$ cat src/lec_params.svh
// constants of the lookup engine control block
// Function
// - bit 7 set stops unicast source learning
// - self filter drops frames whose source matches
// - self drop needs port enable and global
// - bit 5 write starts whole-table flush, self-clears
// - flush option limits which entries flush
// - bit 4 write flushes spanning-tree entries
// - bit 3 clear drops multicast-source frames
// - bit 2 enables aging, resets to one
// - bit 1 selects fast aging, resets zero
// - bit 0 flushes ports whose link drops
// - double-tag trap sends reserved multicast host-only
// - dynamic hit map ANDed with VLAN map
// - static hit map ANDed with VLAN map
// - option 01 dynamic, 10 static, 11 both
// - aging time is period seconds times count
`ifndef LEC_PARAMS_SVH
`define LEC_PARAMS_SVH
`define LEC_NPORT        6
`define LEC_ADDR_CTRL1   16'h0311
`define LEC_ADDR_CTRL2   16'h0312
`define LEC_ADDR_AGEP    16'h0313
`define LEC_CTRL1_RST    8'h0c
`define LEC_CTRL2_RST    8'h00
`define LEC_AGEP_RST     8'h4b
`define LEC_RD_NONE      8'h00
`define LEC_C1_TRIG_MASK 8'h30
`define LEC_B_LRN_DIS    7
`define LEC_B_SELF       6
`define LEC_B_FL_ALL     5
`define LEC_B_FL_MSTP    4
`define LEC_B_MCSA_FWD   3
`define LEC_B_AGE_EN     2
`define LEC_B_FAST       1
`define LEC_B_LD_FLUSH   0
`define LEC_B_DT_TRAP    6
`define LEC_B_DYN_VF     5
`define LEC_B_STA_VF     4
`define LEC_B_FOPT_HI    3
`define LEC_B_FOPT_LO    2
`define LEC_FOPT_NONE    2'h0
`define LEC_FOPT_DYN     2'h1
`define LEC_FOPT_STA     2'h2
`define LEC_FOPT_BOTH    2'h3
`define LEC_SA_MC_BIT    40
`define LEC_HOST_MAP     6'h20
`define LEC_CLK_NS       4
`define LEC_SEC_NS       1000000000
`define LEC_FAST_NS      1000000
`endif

$ cat src/lec_pkg.sv
// types shared by the lookup engine control block
`include "lec_params.svh"
package lec_pkg;
  typedef logic [`LEC_NPORT-1:0] lec_map_t;
  typedef enum logic {
    LEC_ST_IDLE = 1'b0,
    LEC_ST_RUN  = 1'b1
  } lec_state_e;
  typedef enum logic [1:0] {
    LEC_FK_ALL  = 2'h0,
    LEC_FK_MSTP = 2'h1,
    LEC_FK_PORT = 2'h2
  } lec_flush_kind_e;
  typedef struct packed {
    logic        valid;
    logic [2:0]  src_port;
    logic [47:0] sa;
    logic        rsvd_mc;
    logic        dbl_tag;
    logic        hit;
    logic        hit_static;
    lec_map_t    entry_map;
    lec_map_t    vlan_map;
  } lec_frame_s;
  typedef struct packed {
    logic     valid;
    logic     drop;
    logic     learn;
    logic     trap;
    lec_map_t fwd_map;
  } lec_verdict_s;
  typedef struct packed {
    logic            valid;
    lec_flush_kind_e kind;
    logic            dyn;
    logic            stat;
    lec_map_t        port_mask;
  } lec_flush_cmd_s;
endpackage

$ cat src/lec_aging.sv
// aging timebase: one tick per age period
`timescale 1ns/1ps
`include "lec_params.svh"
module lec_aging #(
  parameter int unsigned SEC_CYCLES  = `LEC_SEC_NS / `LEC_CLK_NS,
  parameter int unsigned FAST_CYCLES = `LEC_FAST_NS / `LEC_CLK_NS
) (
  input  wire logic       clk,
  input  wire logic       rst_n,
  input  wire logic       age_en,
  input  wire logic       fast,
  input  wire logic [7:0] period,
  output logic            age_tick
);
  logic [31:0] unit_cnt_reg;
  logic [31:0] unit_cnt_next;
  logic [7:0]  per_cnt_reg;
  logic [7:0]  per_cnt_next;
  logic        tick_reg;
  logic [31:0] unit_len;
  logic        unit_end;
  logic        per_end;

  // fast mode only shortens the unit, the period count is kept
  assign unit_len = fast ? FAST_CYCLES : SEC_CYCLES;
  assign unit_end = (unit_cnt_reg >= unit_len - 32'h1);
  assign per_end  = unit_end && (per_cnt_reg + 8'h1 >= period);
  assign unit_cnt_next = unit_end ? 32'h0 : unit_cnt_reg + 32'h1;
  assign per_cnt_next  = per_end ? 8'h0
                       : (unit_end ? per_cnt_reg + 8'h1 : per_cnt_reg);
  assign age_tick = tick_reg;

  // disabled or zero period: counters cleared, no tick at all
  always_ff @(posedge clk or negedge rst_n) begin
    if (!rst_n) begin
      unit_cnt_reg <= 32'h0;
      per_cnt_reg  <= 8'h0;
      tick_reg     <= 1'b0;
    end else if (!age_en || period == 8'h0) begin
      unit_cnt_reg <= 32'h0;
      per_cnt_reg  <= 8'h0;
      tick_reg     <= 1'b0;
    end else begin
      unit_cnt_reg <= unit_cnt_next;
      per_cnt_reg  <= per_cnt_next;
      tick_reg     <= per_end;
    end
  end
endmodule

$ cat src/lec_verdict.sv
// per-frame filter, learn and egress map decision
`timescale 1ns/1ps
`include "lec_params.svh"
module lec_verdict (
  input  wire logic                  clk,
  input  wire logic                  rst_n,
  input  wire logic [7:0]            ctrl1,
  input  wire logic [7:0]            ctrl2,
  input  wire logic [47:0]           self_mac,
  input  wire lec_pkg::lec_map_t     port_self_en,
  input  wire lec_pkg::lec_frame_s   frame,
  output lec_pkg::lec_verdict_s      verdict
);
  lec_pkg::lec_verdict_s verdict_reg;
  lec_pkg::lec_verdict_s verdict_next;
  lec_pkg::lec_map_t     hit_map;
  logic                  port_en;
  logic                  mc_sa;
  logic                  drop_self;
  logic                  drop_mc;
  logic                  drop;
  logic                  trap;

  // entry map, optionally narrowed by the vlan member map
  function automatic lec_pkg::lec_map_t vmask(
    input lec_pkg::lec_map_t entry,
    input lec_pkg::lec_map_t vlan,
    input logic              en
  );
    vmask = en ? (entry & vlan) : entry;
  endfunction

  // out-of-range source ports never self-filter
  assign port_en = (frame.src_port < 3'(`LEC_NPORT))
                 && port_self_en[frame.src_port];
  assign mc_sa     = frame.sa[`LEC_SA_MC_BIT];
  assign drop_self = ctrl1[`LEC_B_SELF] && port_en
                  && (frame.sa == self_mac);
  assign drop_mc   = mc_sa && !ctrl1[`LEC_B_MCSA_FWD];
  assign drop      = drop_self || drop_mc;
  assign trap      = ctrl2[`LEC_B_DT_TRAP] && frame.dbl_tag
                  && frame.rsvd_mc;
  assign hit_map = frame.hit_static
    ? vmask(frame.entry_map, frame.vlan_map, ctrl2[`LEC_B_STA_VF])
    : vmask(frame.entry_map, frame.vlan_map, ctrl2[`LEC_B_DYN_VF]);

  // dropped frames carry an empty map; trap beats the lookup
  always_comb begin
    verdict_next.valid = frame.valid;
    verdict_next.drop  = frame.valid && drop;
    verdict_next.trap  = frame.valid && !drop && trap;
    verdict_next.learn = frame.valid && !drop && !mc_sa
                      && !ctrl1[`LEC_B_LRN_DIS];
    if (!frame.valid || drop) begin
      verdict_next.fwd_map = '0;
    end else if (trap) begin
      verdict_next.fwd_map = `LEC_HOST_MAP;
    end else if (frame.hit) begin
      verdict_next.fwd_map = hit_map;
    end else begin
      verdict_next.fwd_map = '0;
    end
  end

  always_ff @(posedge clk or negedge rst_n) begin
    if (!rst_n) begin
      verdict_reg <= '0;
    end else begin
      verdict_reg <= verdict_next;
    end
  end

  assign verdict = verdict_reg;
endmodule

$ cat src/lec_top.sv
// lookup engine control: registers, flush sequencer, aging, verdicts
`timescale 1ns/1ps
`include "lec_params.svh"
module lec_top #(
  parameter int unsigned SEC_CYCLES  = `LEC_SEC_NS / `LEC_CLK_NS,
  parameter int unsigned FAST_CYCLES = `LEC_FAST_NS / `LEC_CLK_NS
) (
  input  wire logic                    clk,
  input  wire logic                    rst_n,
  input  wire logic [15:0]             bus_addr,
  input  wire logic [7:0]              bus_wdata,
  input  wire logic                    bus_wr,
  input  wire logic                    bus_rd,
  output logic [7:0]                   bus_rdata,
  input  wire logic [47:0]             self_mac,
  input  wire lec_pkg::lec_map_t       port_self_en,
  input  wire lec_pkg::lec_map_t       link_up,
  input  wire lec_pkg::lec_frame_s     frame,
  output lec_pkg::lec_verdict_s        verdict,
  output lec_pkg::lec_flush_cmd_s      flush_cmd,
  input  wire logic                    flush_done,
  output logic                         age_tick
);
  ////////////////////////////////////////////////////////////////////
  // declarations
  logic [7:0]               ctrl1_reg;
  logic [7:0]               ctrl1_next;
  logic [7:0]               ctrl2_reg;
  logic [7:0]               agep_reg;
  logic [7:0]               rdata_reg;
  logic [7:0]               rdata_next;
  logic [7:0]               ctrl1_view;
  logic                     wr_c1;
  logic                     wr_c2;
  logic                     wr_ag;
  logic [1:0]               fopt;
  logic                     fopt_on;
  logic                     start_all;
  logic                     start_mstp;
  lec_pkg::lec_map_t        link_prev_reg;
  lec_pkg::lec_map_t        ld_evt;
  logic                     pend_all_reg;
  logic                     pend_all_next;
  logic                     pend_mstp_reg;
  logic                     pend_mstp_next;
  lec_pkg::lec_map_t        pend_port_reg;
  lec_pkg::lec_map_t        pend_port_next;
  lec_pkg::lec_map_t        port_pick;
  lec_pkg::lec_map_t        clr_port;
  lec_pkg::lec_state_e      state_reg;
  lec_pkg::lec_state_e      state_next;
  lec_pkg::lec_flush_cmd_s  cmd_reg;
  lec_pkg::lec_flush_cmd_s  cmd_next;
  logic                     done_now;
  logic                     any_pend;
  logic                     done_all;
  logic                     done_mstp;

  ////////////////////////////////////////////////////////////////////
  // register bus decode
  assign wr_c1 = bus_wr && (bus_addr == `LEC_ADDR_CTRL1);
  assign wr_c2 = bus_wr && (bus_addr == `LEC_ADDR_CTRL2);
  assign wr_ag = bus_wr && (bus_addr == `LEC_ADDR_AGEP);

  // trigger bits are never stored; their read-back is the busy state
  assign ctrl1_next = bus_wdata & ~`LEC_C1_TRIG_MASK;

  // trigger positions show the pending flushes
  always_comb begin
    ctrl1_view = ctrl1_reg;
    ctrl1_view[`LEC_B_FL_ALL]  = pend_all_reg;
    ctrl1_view[`LEC_B_FL_MSTP] = pend_mstp_reg;
  end

  // read mux, unmapped offsets read as zero
  always_comb begin
    rdata_next = `LEC_RD_NONE;
    if (bus_rd) begin
      unique case (bus_addr)
        `LEC_ADDR_CTRL1: rdata_next = ctrl1_view;
        `LEC_ADDR_CTRL2: rdata_next = ctrl2_reg;
        `LEC_ADDR_AGEP:  rdata_next = agep_reg;
        default:         rdata_next = `LEC_RD_NONE;
      endcase
    end
  end

  // configuration storage with documented reset values
  always_ff @(posedge clk or negedge rst_n) begin
    if (!rst_n) begin
      ctrl1_reg <= `LEC_CTRL1_RST;
      ctrl2_reg <= `LEC_CTRL2_RST;
      agep_reg  <= `LEC_AGEP_RST;
    end else begin
      if (wr_c1) begin
        ctrl1_reg <= ctrl1_next;
      end
      if (wr_c2) begin
        ctrl2_reg <= bus_wdata;
      end
      if (wr_ag) begin
        agep_reg <= bus_wdata;
      end
    end
  end

  // read data valid only in the cycle after the strobe
  always_ff @(posedge clk or negedge rst_n) begin
    if (!rst_n) begin
      rdata_reg <= `LEC_RD_NONE;
    end else begin
      rdata_reg <= rdata_next;
    end
  end

  assign bus_rdata = rdata_reg;

  ////////////////////////////////////////////////////////////////////
  // flush requests
  assign fopt    = ctrl2_reg[`LEC_B_FOPT_HI:`LEC_B_FOPT_LO];
  // option 00 means nothing to flush: the trigger just falls back
  assign fopt_on = (fopt != `LEC_FOPT_NONE);
  assign start_all  = wr_c1 && bus_wdata[`LEC_B_FL_ALL]
                   && fopt_on;
  assign start_mstp = wr_c1 && bus_wdata[`LEC_B_FL_MSTP]
                   && fopt_on;

  // falling edge of a port's link, gated by the enable
  assign ld_evt = link_prev_reg & ~link_up
                & {`LEC_NPORT{ctrl1_reg[`LEC_B_LD_FLUSH]}};

  always_ff @(posedge clk or negedge rst_n) begin
    if (!rst_n) begin
      link_prev_reg <= '0;
    end else begin
      link_prev_reg <= link_up;
    end
  end

  ////////////////////////////////////////////////////////////////////
  // pending flags: a new request wins over the clear on completion
  assign done_now  = (state_reg == lec_pkg::LEC_ST_RUN) && flush_done;
  assign done_all  = done_now && (cmd_reg.kind == lec_pkg::LEC_FK_ALL);
  assign done_mstp = done_now && (cmd_reg.kind == lec_pkg::LEC_FK_MSTP);
  assign clr_port  = (done_now && cmd_reg.kind == lec_pkg::LEC_FK_PORT)
                   ? cmd_reg.port_mask : '0;

  assign pend_all_next  = (pend_all_reg && !done_all) || start_all;
  assign pend_mstp_next = (pend_mstp_reg && !done_mstp)
                       || start_mstp;
  assign pend_port_next = (pend_port_reg & ~clr_port) | ld_evt;
  assign any_pend = pend_all_reg || pend_mstp_reg || (|pend_port_reg);

  // lowest pending port first; one port per command
  assign port_pick = pend_port_reg & (~pend_port_reg + 6'h01);

  always_ff @(posedge clk or negedge rst_n) begin
    if (!rst_n) begin
      pend_all_reg  <= 1'b0;
      pend_mstp_reg <= 1'b0;
      pend_port_reg <= '0;
    end else begin
      pend_all_reg  <= pend_all_next;
      pend_mstp_reg <= pend_mstp_next;
      pend_port_reg <= pend_port_next;
    end
  end

  ////////////////////////////////////////////////////////////////////
  // flush sequencer: issue one command and hold it until done
  always_comb begin
    state_next = state_reg;
    cmd_next   = cmd_reg;
    unique case (state_reg)
      lec_pkg::LEC_ST_IDLE: begin
        cmd_next = '0;
        if (any_pend) begin
          state_next      = lec_pkg::LEC_ST_RUN;
          cmd_next.valid  = 1'b1;
          // scope is sampled at issue, later option writes wait
          cmd_next.dyn    = fopt[0];
          cmd_next.stat   = fopt[1];
          if (pend_all_reg) begin
            cmd_next.kind = lec_pkg::LEC_FK_ALL;
          end else if (pend_mstp_reg) begin
            cmd_next.kind = lec_pkg::LEC_FK_MSTP;
          end else begin
            // link loss clears learned entries only
            cmd_next.kind      = lec_pkg::LEC_FK_PORT;
            cmd_next.dyn       = 1'b1;
            cmd_next.stat      = 1'b0;
            cmd_next.port_mask = port_pick;
          end
        end
      end
      lec_pkg::LEC_ST_RUN: begin
        if (flush_done) begin
          state_next = lec_pkg::LEC_ST_IDLE;
          cmd_next   = '0;
        end
      end
    endcase
  end

  always_ff @(posedge clk or negedge rst_n) begin
    if (!rst_n) begin
      state_reg <= lec_pkg::LEC_ST_IDLE;
      cmd_reg   <= '0;
    end else begin
      state_reg <= state_next;
      cmd_reg   <= cmd_next;
    end
  end

  assign flush_cmd = cmd_reg;

  ////////////////////////////////////////////////////////////////////
  // aging timebase
  lec_aging #(
    .SEC_CYCLES  (SEC_CYCLES),
    .FAST_CYCLES (FAST_CYCLES)
  ) u_aging (
    .clk      (clk),
    .rst_n    (rst_n),
    .age_en   (ctrl1_reg[`LEC_B_AGE_EN]),
    .fast     (ctrl1_reg[`LEC_B_FAST]),
    .period   (agep_reg),
    .age_tick (age_tick)
  );

  ////////////////////////////////////////////////////////////////////
  // frame verdicts
  lec_verdict u_verdict (
    .clk          (clk),
    .rst_n        (rst_n),
    .ctrl1        (ctrl1_reg),
    .ctrl2        (ctrl2_reg),
    .self_mac     (self_mac),
    .port_self_en (port_self_en),
    .frame        (frame),
    .verdict      (verdict)
  );
endmodule

$ cat config.mk
export PLATFORM = sky130hd
export DESIGN_NAME = lec_top
export DESIGN_NICKNAME = d
export VERILOG_FILES = /design/src/lec_pkg.sv /design/src/lec_aging.sv /design/src/lec_verdict.sv /design/src/lec_top.sv
export VERILOG_INCLUDE_DIRS = /design/src
export SDC_FILE = /design/constraint.sdc
export NUM_CORES = 1
export LEC_CHECK = 0
export BUFFER_PORTS_ARGS = -buffer_cell sky130_fd_sc_hd__buf_4
export CELL_PAD_IN_SITES_DETAIL_PLACEMENT = 1
export CELL_PAD_IN_SITES_GLOBAL_PLACEMENT = 1
export CORE_MARGIN = 8
export CORE_UTILIZATION = 42
export CTS_CLUSTER_SIZE = 12
export DETAILED_ROUTE_END_ITERATION = 8
export GPL_TIMING_DRIVEN = 0
export PLACE_DENSITY = 0.82
export SLEW_MARGIN = 20
export SYNTH_ARGS = -nofsm -noshare
export SYNTH_HDL_FRONTEND = slang
export SYNTH_HIERARCHICAL = 1
export SYNTH_SLANG_ARGS = --single-unit
$ cat constraint.sdc
create_clock -name clk -period 7.7 [get_ports clk]
set_clock_uncertainty 0.15 [all_clocks]
set_input_delay 1.155 -clock clk [delete_from_list [all_inputs] [get_ports clk]]
set_output_delay 1.155 -clock clk [all_outputs]
set_load 0.02 [all_outputs]
==> impl_metrics.json <==
{
  "cts-root-buf": "clkbuf_16",
  "setup_viol": 0,
  "drv_slew": 0,
  "fillers": 1523,
  "crit_path_max_fanout": 5,
  "overflow": 0,
  "insertion_delay_ns": 0.35,
  "core-area_um2": 13900,
  "min_from": "flush_cmd[10]$_DFFE_PN0P_",
  "max-cap-violations": 0,
  "n_antenna_cell": 0,
  "cts.reportedPaths.clkPinSlew_ns": 0.09,
  "p_sw_uw": 363,
  "syn_inst": 551,
  "io_pins": 187,
  "hold_buffers": 0,
  "worst_pin_slew_ns": 0.978,
  "detailed_place_hpwl_mm": 14.9,
  "p_per_area_nw_per_um2": 162,
  "cts_resized": 0,
  "vdd_drop_max_uv": 136,
  "critical_path_buf_inv_count": 0,
  "crit_arrival_ns": 3.37,
  "fmax_ghz": 0.306,
  "cts_tree": "built",
  "grt_pass1_wl_mm": 30.1,
  "rows": 43,
  "startpoint": "u_aging/per_cnt_reg[0]$_DFFE_PN0P_",
  "clkPwrFrac": 0.385,
  "hold_ws_ns": 0.338,
  "multi_input_area_um2": 3100,
  "cts_setup_buffers": 0,
  "seq_power_share": 0.462,
  "ctsHtreeMaxLevel": 3,
  "rsz0062_at_grt": "no",
  "syn_area_um2": 5960,
  "drt_iter0_drc": 229,
  "grtUsageTotal": 0.207,
  "antenna_found_initial": 0,
  "slew_headroom": 0.348,
  "worst_ep_required_time_ns": 7.80,
  "clk_path_buf_depth": 2,
  "critPathKind": "flop to flop",
  "critPathSlowestCell": "or4_1",
  "seq_area_um2": 2690,
  "finalSetupTns_ns": 0,
  "largest_reg_flops": 32,
  "globalplace.congestion": 0.830,
  "portBuffers": 186,
  "numCtsBuffers": 9,
  "period_minus_slack_ns": 3.27,
  "min_path_type": "flop to flop",
  "ff2ff_setup_slack_ns": 4.43,
  "crit_end": "u_aging/per_cnt_reg[5]$_DFFE_PN0P_",
  "r2r-start": "u_aging/per_cnt_reg[0]$_DFFE_PN0P_",
  "drc": 0,
  "area_delta_synth_final_pct": 33.0,
  "firstDrtPassIters": 4,
  "power_frac_comb": 0.154,
  "end_kind": "flop",
  "initial_core_util": 0.429,
  "switching_share": 0.282,
  "drive_gt1_frac": 0.360,
  "vias": 5004,
  "p_int_uw": 921,
  "dieArea_um2": 18300,
  "ant_nets": 0,
  "finalNetCount": 932,
  "via_per_inst": 5.35,
  "wire_per_inst_um": 20.0,
  "start_kind": "flop",
  "syn_area_per_cell_um2": 10.8,
  "grt_max_degree": 108,
  "path_depth": 11,
  "period_share": 0.425,
  "leakage_uw": 0.00372,
  "rr_worst_depth": 11,
  "hold_viol": 0,
  "die_h_um": 135,
  "status": "complete, no violations",
  "cts.sinks": 107,
  "yosys_warnings": 6,
  "r2r_end": "u_aging/per_cnt_reg[5]$_DFFE_PN0P_",
  "grt_pass1_vias": 5685,
  "critPathTopFamily": "simple AND/OR/NAND/NOR gates",
  "placed_area_um2": 7590,
  "routed_wl_mm": 18.7,
  "cp_cell_sequence": "ha_1 > nand3_1 > or2_2 > nand2_1 > ha_1 > or4_1 > a21oi_1 > o31ai_1 > nor2_1 > o21ai_1 > o31ai_1",
  "die_w_um": 135,
  "fin_area_um2": 7930,
  "slowest_delay_ns": 0.48
}
-- routing by layer --
layer	global-route usage	vias to the layer above	share of wire
met3	0.0442	12	0.042
met5	0	-	0
li1	-	2380	-
met1	0.244	2510	0.41
met2	0.379	102	0.54
met4	0.0395	0	0.0092
-- worst register-to-register path, stage by stage (launching register included) --
cell,delay [ns]
dfrtp_1,0.44
ha_1,0.28
nand3_1,0.19
or2_2,0.16
nand2_1,0.06
ha_1,0.19
or4_1,0.48
a21oi_1,0.22
o31ai_1,0.16
nor2_1,0.35
o21ai_1,0.24
o31ai_1,0.25
-- power by group through the flow --
stage / logic (uW) / clock network, uW / registers [uW]
finish: 198 / 494 / 593
detailed placement: 198 / 0 / 603
global placement: 190 / 0 / 603
floorplan: 67.8 / 0 / 613
global route: 216 / 526 / 595
CTS: 200 / 503 / 592
-- cells in the final DEF (no fill, tap or decap), types with 19 or more instances in the layout --
| master | count |
|---|---|
| mux2_2 | 30 |
| inv_1 | 24 |
| nand4_1 | 19 |
| nand3_1 | 19 |
| dfrtp_1 | 101 |
| nor2_1 | 43 |
| nand2_1 | 34 |
| ha_1 | 25 |
| buf_4 | 185 |
| xnor2_1 | 42 |
| xor2_1 | 36 |
-- stage by stage --
stage	cells	total power, uW	util	setup WS [ns]
3_3_place_gp	919	792	0.547	4.62
6_report	935	1280	0.571	4.43
5_1_grt	935	1340	0.571	4.22
2_1_floorplan	553	680	-	5.04
4_1_cts	935	1300	0.571	4.43
3_5_place_dp	919	802	0.547	4.53
-- how the worst min path moves through the flow --
stage                                        end  slack [ns]  cells past startpoint
3_5_place_dp           flush_cmd[10]$_DFFE_PN0P_        0.32                      2
4_1_cts                flush_cmd[10]$_DFFE_PN0P_        0.34                      2
5_1_grt        u_aging/unit_cnt_reg[0]$_DFF_PN0_        0.36                      1
6_report               flush_cmd[10]$_DFFE_PN0P_        0.34                      2
2_1_floorplan     u_verdict/verdict[7]$_DFF_PN0_        0.27                      1
3_3_place_gp           flush_cmd[10]$_DFFE_PN0P_        0.32                      2
-- cell type report --
cell class                 count  area share
buffer                        13      0.0114
multi-input combinational    409       0.391
clock inverter                 7      0.0137
tap                          180      0.0284
clock buffer                   9      0.0284
sequential                   107       0.339
timing repair buffer         186       0.177
inverter                      24      0.0114
No activity file was read; power rests on OpenSTA's default activity.
